$ cat config.mk
export PLATFORM = sky130hd
export DESIGN_NAME = rps_out_select
export DESIGN_NICKNAME = d
export VERILOG_FILES = /design/src/pkg/rps_pkg.sv /design/src/hdl/rps_out_select.sv
export SDC_FILE = /design/constraint.sdc
export NUM_CORES = 1
export LEC_CHECK = 0
export BUFFER_PORTS_ARGS = -buffer_cell sky130_fd_sc_hd__buf_2
export CORE_MARGIN = 3
export CORE_UTILIZATION = 45
export DETAILED_ROUTE_END_ITERATION = 6
export PLACE_DENSITY_LB_ADDON = 0.1
export REMOVE_ABC_BUFFERS = 1
export SLEW_MARGIN = 20
export SYNTH_ARGS = -nofsm -noshare
export SYNTH_HDL_FRONTEND = slang
export SYNTH_SLANG_ARGS = --single-unit
$ cat constraint.sdc
create_clock -name clk_in -period 2.77 [get_ports clk_in]
set_clock_uncertainty 0.1 [all_clocks]
set_input_delay 0.4155 -clock clk_in [delete_from_list [all_inputs] [get_ports clk_in]]
set_output_delay 0.4155 -clock clk_in [all_outputs]
set_load 0.005 [all_outputs]
$ cat src/pkg/rps_pkg.sv
// Package of constants for the remappable output pin selector
package rps_pkg;
   localparam int           RPS_NUM_REGS   = 8;
   localparam int           RPS_NUM_PINS   = 16;
   localparam int           RPS_FIRST_PIN  = 16;
   localparam int           RPS_SEL_W      = 6;
   localparam int           RPS_REG_W      = 16;
   localparam int           RPS_ADDR_W     = 5;
   localparam int           RPS_EVEN_LSB   = 0;
   localparam int           RPS_ODD_LSB    = 8;
   localparam logic [15:0]  RPS_IMPL_MASK  = 16'h3f3f;
   localparam logic [15:0]  RPS_LAST_MASK_SMALL = 16'h003f;
   localparam logic [5:0]   RPS_SEL_RESET  = 6'h00;
   localparam logic [4:0]   RPS_BASE_OFFSET = 5'h00;
   localparam logic [4:0]   RPS_LAST_OFFSET = 5'h1c;
   localparam logic [31:0]  RPS_UNMAPPED_DATA = 32'h0000_0000;
   typedef enum logic [1:0] {RPS_PKG_LARGE, RPS_PKG_MID, RPS_PKG_SMALL} rps_pkg_e;
endpackage

$ cat src/hdl/rps_out_select.sv
// Remappable output pin selector with Avalon-MM register slave
//
// The address map and the Avalon-MM register port were chosen for this implementation.
`timescale 1ns/1ps
`default_nettype none
module rps_out_select
   import rps_pkg::*;
#(
   parameter int FUNC_COUNT   = 64,
   parameter bit HAS_PIN31    = 1'b1
)
(
   input  wire logic                              clk_in,
   input  wire logic                              rst_n_in,
   input  wire logic                              clk_en_in,
   input  wire logic [RPS_ADDR_W-1:0]             avs_address_in,
   input  wire logic                              avs_read_in,
   input  wire logic                              avs_write_in,
   input  wire logic [31:0]                       avs_writedata_in,
   input  wire logic [3:0]                        avs_byteenable_in,
   output logic      [31:0]                       avs_readdata_out,
   output logic                                   avs_waitrequest_out,
   output logic      [1:0]                        avs_response_out,
   input  wire logic [FUNC_COUNT-1:0]             periph_out_in,
   output logic      [RPS_NUM_PINS-1:0]           pin_out,
   output logic      [RPS_NUM_PINS*RPS_SEL_W-1:0] pin_select_out
);

   ////////////////////////////////////////////////////////////////////////////
   // Registers
   logic [RPS_REG_W-1:0] sel_reg [RPS_NUM_REGS];
   logic [RPS_REG_W-1:0] sel_next [RPS_NUM_REGS];
   logic                 ack_reg;
   logic                 ack_next;
   logic [31:0]          rdata_reg;
   logic [31:0]          rdata_next;
   logic [1:0]           resp_reg;
   logic [1:0]           resp_next;
   logic [RPS_NUM_PINS-1:0] pin_reg;
   logic [RPS_NUM_PINS-1:0] pin_next;

   logic                 req;
   logic                 done;
   logic                 hit;
   logic [2:0]           idx;
   logic [15:0]          be_mask;
   logic [15:0]          wr_mask [RPS_NUM_REGS];

   ////////////////////////////////////////////////////////////////////////////
   // Decode
   assign req     = (avs_read_in | avs_write_in) & ~ack_reg;
   assign done    = (avs_read_in | avs_write_in) & ack_reg;
   assign hit     = (avs_address_in[1:0] == 2'h0) && (avs_address_in <= RPS_LAST_OFFSET);
   assign idx     = avs_address_in[4:2];
   assign be_mask = {{8{avs_byteenable_in[1]}}, {8{avs_byteenable_in[0]}}};

   always_comb
   begin
      for (int r = 0; r < RPS_NUM_REGS; r++)
      begin
         wr_mask[r] = RPS_IMPL_MASK;
      end
      if (!HAS_PIN31)
      begin
         wr_mask[RPS_NUM_REGS-1] = RPS_LAST_MASK_SMALL;
      end
   end

   always_comb
   begin
      ack_next   = req;
      rdata_next = rdata_reg;
      resp_next  = resp_reg;
      for (int r = 0; r < RPS_NUM_REGS; r++)
      begin
         sel_next[r] = sel_reg[r];
      end
      if (req)
      begin
         resp_next  = hit ? 2'h0 : 2'h3;
         rdata_next = RPS_UNMAPPED_DATA;
         if (hit && avs_read_in)
         begin
            rdata_next = {16'h0000, sel_reg[idx] & wr_mask[idx]};
         end
      end
      // Write lands on the edge after the wait state, in the cycle with waitrequest low
      if (done && hit && avs_write_in)
      begin
         sel_next[idx] = (sel_reg[idx] & ~(wr_mask[idx] & be_mask))
                       | (avs_writedata_in[15:0] & wr_mask[idx] & be_mask);
      end
   end

   always_ff @(posedge clk_in or negedge rst_n_in)
   begin
      if (!rst_n_in)
      begin
         for (int r = 0; r < RPS_NUM_REGS; r++)
         begin
            sel_reg[r] <= {RPS_REG_W{1'b0}};
         end
         ack_reg   <= 1'b0;
         rdata_reg <= 32'h0000_0000;
         resp_reg  <= 2'h0;
      end
      else if (clk_en_in)
      begin
         for (int r = 0; r < RPS_NUM_REGS; r++)
         begin
            sel_reg[r] <= sel_next[r];
         end
         ack_reg   <= ack_next;
         rdata_reg <= rdata_next;
         resp_reg  <= resp_next;
      end
   end

   assign avs_waitrequest_out = (avs_read_in | avs_write_in) & ~(ack_reg & clk_en_in);
   assign avs_readdata_out    = rdata_reg;
   assign avs_response_out    = resp_reg;

   ////////////////////////////////////////////////////////////////////////////
   // Pin routing
   always_comb
   begin
      logic [RPS_SEL_W-1:0] s;
      s = '0;
      for (int p = 0; p < RPS_NUM_PINS; p++)
      begin
         s = sel_reg[p/2][(p%2)*RPS_ODD_LSB +: RPS_SEL_W];
         pin_select_out[p*RPS_SEL_W +: RPS_SEL_W] = s;
         pin_next[p] = (int'(s) < FUNC_COUNT) ? periph_out_in[s] : 1'b0;
      end
   end

   always_ff @(posedge clk_in or negedge rst_n_in)
   begin
      if (!rst_n_in)
      begin
         pin_reg <= '0;
      end
      else if (clk_en_in)
      begin
         pin_reg <= pin_next;
      end
   end

   assign pin_out = pin_reg;

   ////////////////////////////////////////////////////////////////////////////
   // Checks
   property p_reserved_zero;
      @(posedge clk_in) disable iff (!rst_n_in)
      ack_reg |=> (rdata_reg[15:14] == 2'h0) && (rdata_reg[7:6] == 2'h0);
   endproperty
   a_reserved_zero: assert property (p_reserved_zero) else $error("reserved bits nonzero");

   property p_reserved_store;
      @(posedge clk_in) disable iff (!rst_n_in)
      (sel_reg[idx][15:14] == 2'h0) && (sel_reg[idx][7:6] == 2'h0);
   endproperty
   a_reserved_store: assert property (p_reserved_store) else $error("reserved bits stored");

   property p_write_read;
      logic [15:0] d;
      @(posedge clk_in) disable iff (!rst_n_in)
      (clk_en_in && done && hit && avs_write_in && avs_byteenable_in[1:0] == 2'h3,
       d = avs_writedata_in[15:0] & wr_mask[idx])
      |=> (sel_reg[$past(idx)] == d);
   endproperty
   a_write_read: assert property (p_write_read) else $error("write not stored");

   property p_pin31_absent;
      @(posedge clk_in) disable iff (!rst_n_in)
      !HAS_PIN31 |-> sel_reg[RPS_NUM_REGS-1][13:8] == 6'h00;
   endproperty
   a_pin31_absent: assert property (p_pin31_absent) else $error("pin 31 field present");

   property p_route;
      @(posedge clk_in) disable iff (!rst_n_in)
      clk_en_in && sel_reg[0][5:0] < FUNC_COUNT
      |=> pin_out[0] == $past(periph_out_in[sel_reg[0][5:0]]);
   endproperty
   a_route: assert property (p_route) else $error("pin 16 misrouted");

   property p_odd_field;
      @(posedge clk_in) disable iff (!rst_n_in)
      pin_select_out[RPS_SEL_W +: RPS_SEL_W] == sel_reg[0][13:8];
   endproperty
   a_odd_field: assert property (p_odd_field) else $error("odd field misplaced");

   property p_answer;
      @(posedge clk_in) disable iff (!rst_n_in)
      clk_en_in && req |=> !clk_en_in || !avs_waitrequest_out;
   endproperty
   a_answer: assert property (p_answer) else $error("no answer in one cycle");

   property p_no_spurious;
      @(posedge clk_in) disable iff (!rst_n_in)
      clk_en_in && !(done && avs_write_in && hit) |=> sel_reg[0] == $past(sel_reg[0]);
   endproperty
   a_no_spurious: assert property (p_no_spurious) else $error("field changed unwritten");

   property p_take_no_write;
      @(posedge clk_in) disable iff (!rst_n_in)
      clk_en_in && req |=> sel_reg[$past(idx)] == $past(sel_reg[idx]);
   endproperty
   a_take_no_write: assert property (p_take_no_write) else $error("write landed while waiting");

   property p_freeze;
      @(posedge clk_in) disable iff (!rst_n_in)
      !clk_en_in |=> (pin_out == $past(pin_out)) && (avs_readdata_out == $past(avs_readdata_out));
   endproperty
   a_freeze: assert property (p_freeze) else $error("state moved while disabled");

   property p_wait_frozen;
      @(posedge clk_in) disable iff (!rst_n_in)
      (avs_read_in || avs_write_in) && !clk_en_in |-> avs_waitrequest_out;
   endproperty
   a_wait_frozen: assert property (p_wait_frozen) else $error("answer given while disabled");

   c_freeze: cover property (@(posedge clk_in) !clk_en_in && avs_waitrequest_out);

   c_write: cover property (@(posedge clk_in) req && avs_write_in && hit);
   c_read:  cover property (@(posedge clk_in) req && avs_read_in && hit);
   c_bad:   cover property (@(posedge clk_in) req && !hit);
   c_route: cover property (@(posedge clk_in) pin_out[15]);

endmodule
`default_nettype wire

==> metrics.md <==
| Metric | Value |
|---|---|
| Status | complete, no violations |
| Worst path cell trace | buf_4 -> buf_4 -> mux2i_1 -> a22oi_1 -> nand3_1 -> a41o_1 -> a31oi_1 |
| Synth area leaders | mux4_2 22%, mux2i_1 22%, dfrtp_1 21%, mux2_2 8.1%, a22oi_1 3.3% |
| Tot GR Track Use | a little over a third |
| WS Path Type | register to register |
| DIE WIDTH | roughly 190 um |
| P_leak | 6.66 nW |
| Slowest-stage cell, CP | dfrtp_1 |
| Drt wl/cell | ~32 um |
| Max incr delay on CP | just under 0.8 ns |
| HP Class | input pin to register |
| Final TNS setup | 0 ns |
| Final cell count without fillers | 2054 |
| Placed insts | just over 2000 |
| Avg Inst Size Synth | around 11 um2 |
| Num CTS Buffers | 17 |
| Clock sink total | ~130 |
| # port buffers | 214 |
| I/O pin cnt | between 200 and 300 |
| Max reg flops | between 90 and 100 |
| Die area | between 30000 and 40000 um2 |
| Top cell type's share of synthesized area | between 20 and 25% |
| Core Region | approximately 34000 um2 |
| Most frequent CP cell | buf_4 |
| Slew Viols, Final | 0 |
| RSZ-0062 raised after global routing | no |
| Vias per cell | ~7 |
| Netlist cell types | between 40 and 50 |
| Critical path data arrival time | 2.64 ns |
| Mapped Area | about 15000 um2 |
| Critical Path Start Type | register |
| Crit-path max FO | 11 |
| MaxCap Viol Count | 0 |
| Detailed Route Iter0 Violations | ~2000 |
| Site row count | 67 |
| IR drop worst, VDD | around 0.00040 V |
| Yosys warnings | 0 |
| Final Hold Fails | 0 |
| Setup Viol. Count Final | 0 |
| Via count | about 15000 |
| Initial antenna violation count | 2 |
| Max Clk Rate | about 0.42 GHz |
| Pwr/cell area | roughly 420 nW/um2 |
| Setup Buffers After CTS | 0 |
| Top_reg_cell synth | dfrtp_1 |
| Initial Util | between 40% and 50% |
| CTS HTree Levels | 4 |
| Top delay family on crit path | flip-flops |
| CP bufs+invs | 2 |
| Synth Instances | 1445 |
| Final core occ | about half |
| DP HPWL | roughly 44000 um |
| Antenna Nets Post-Route | 0 |
| TritonCTS clock tree | yes |
| Gp weighted congestion | slightly above 0.9 |
| Die Span Y | 191 um |
| Final Routed Wirelength | between 60000 and 70000 um |
| Area leader, netlist | mux4_2 |
| Vias in the first global route | about 14000 |
| Min cycle time layout | roughly 2.4 ns |
| DRC Markers | 0 |
| Critical path capture point type | register |
| Sequential element share of the synthesized area | 20.5% |
| Final nets | 1702 |
| Relative slew margins | a little over a third |
| CP Data Required Time | roughly 3 ns |
| Fraction of registers with async set/reset | 100% |
| Final Cycle Share | between 80% and 90% |
| Grt total ovfl | 0 |
| First drt pass iteration count | 6 |
| Skew-Pair Late Insertion Delay | between 0.4 and 0.5 ns |
| Area grow syn2layout | 13.1% |
| CTS root buf | clkbuf_16 |
| Largest net degree at the start of global routing | 63 |
| Yosys reg bits | 126 |
| Post-synth EDFFs | 0 |
| Clock Path Buffers | 2 |
| Least-Margin Pin Slew | a little under 1 ns |
| Wire length of the first global-routing pass | around 96000 um |
| Worst-path clk slew | 0.08 ns |
| Layout cell share with drive strength beyond 1 | between 30% and 40% |
-- cells in the mapped netlist (16+ instances only) --
master,n
buf_2,46
mux2i_1,330
nor2_1,44
nand2b_1,17
nor2b_1,36
mux4_2,151
a31oi_1,32
mux2_2,111
nand2_1,78
dfrtp_1,126
a22oi_1,67
a211oi_1,16
buf_4,56
a21oi_1,23
nand3_1,85
inv_1,19
clkbuf_1,89
a311oi_1,32
a41o_1,16
-- placed cells by master, fill, tap and decap left out, types with 36 or more instances in the layout --
cell type / synthesis / layout
a22oi_1: 67 / 67
nand2_1: 78 / 78
nor2b_1: 36 / 36
nor2_1: 44 / 44
mux2_2: 111 / 111
mux2i_1: 330 / 330
dfrtp_1: 126 / 126
buf_4: 56 / 97
nand3_1: 85 / 85
buf_2: 46 / 213
mux4_2: 151 / 151
-- timing repair --
item                      CTS  global route
hold endpoints to repair   59             0
gates resized for setup     0             0
hold buffers                1             0
-- power breakdown --
| part | switching, W | total, W | internal [W] |
|---|---|---|---|
| logic | 0.00140 | 0.00263 | 0.00123 |
| registers | 0.000308 | 0.00228 | 0.00198 |
| clock network | 0.00102 | 0.00246 | 0.00144 |
| total | 0.00272 | 0.00737 | 0.00465 |
-- metal layers --
metal / up-vias / part of all wire, % / GRT usage (%)
met5: - / 0.021 / 0
met4: 2 / 5.8 / 18.5
met3: 263 / 12 / 7.11
met2: 1089 / 45 / 56.2
met1: 7243 / 37 / 47.7
li1: 5935 / - / -
-- through the flow --
stage	cell area (um2)	hold WS [ns]	total power, W	setup WS [ns]
CTS	17400	0.187	0.00734	0.344
global placement	16700	0.359	0.00485	0.0396
finish	17400	0.190	0.00737	0.372
global route	17400	0.216	0.00764	0.152
detailed placement	16700	0.364	0.00488	0.0473
floorplan	14300	0.0199	0.00372	0.367
-- worst paths after layout --
check                           slack [ns]                start  cells after the start             endpoint
worst max-delay path                  0.37   pin_select_out[66]                      7          pin_out[11]
worst min-delay path                  0.19            clk_en_in                      2              ack_reg
worst max register to register        0.37   pin_select_out[66]                      7          pin_out[11]
worst min register to register        0.39  avs_readdata_out[4]                      2  avs_readdata_out[4]
max in group asynchronous             1.35             rst_n_in                      3              ack_reg
min in group asynchronous             0.45             rst_n_in                      2          pin_out[14]
-- final cells by class --
cell class              instances  area, um2
well taps                     448        561
repair buffers                317       1920
clock buffers                  18        429
diodes                          1       2.50
clock inverters                14        180
inverters                      22       82.6
multi-input cells            1108      11000
flip-flops and latches        126       3150
fillers                      3059      16300
-- logic make-up after synthesis --
kind of cell           synth area share [%]
other                                0.0244
DFF                                    20.5
muxes                                  52.1
buffers and inverters                  8.01
and+or+nand+nor                        8.30
AOI/OAI and AO/OA                      11.0
Power figures use the tool's default switching activity.
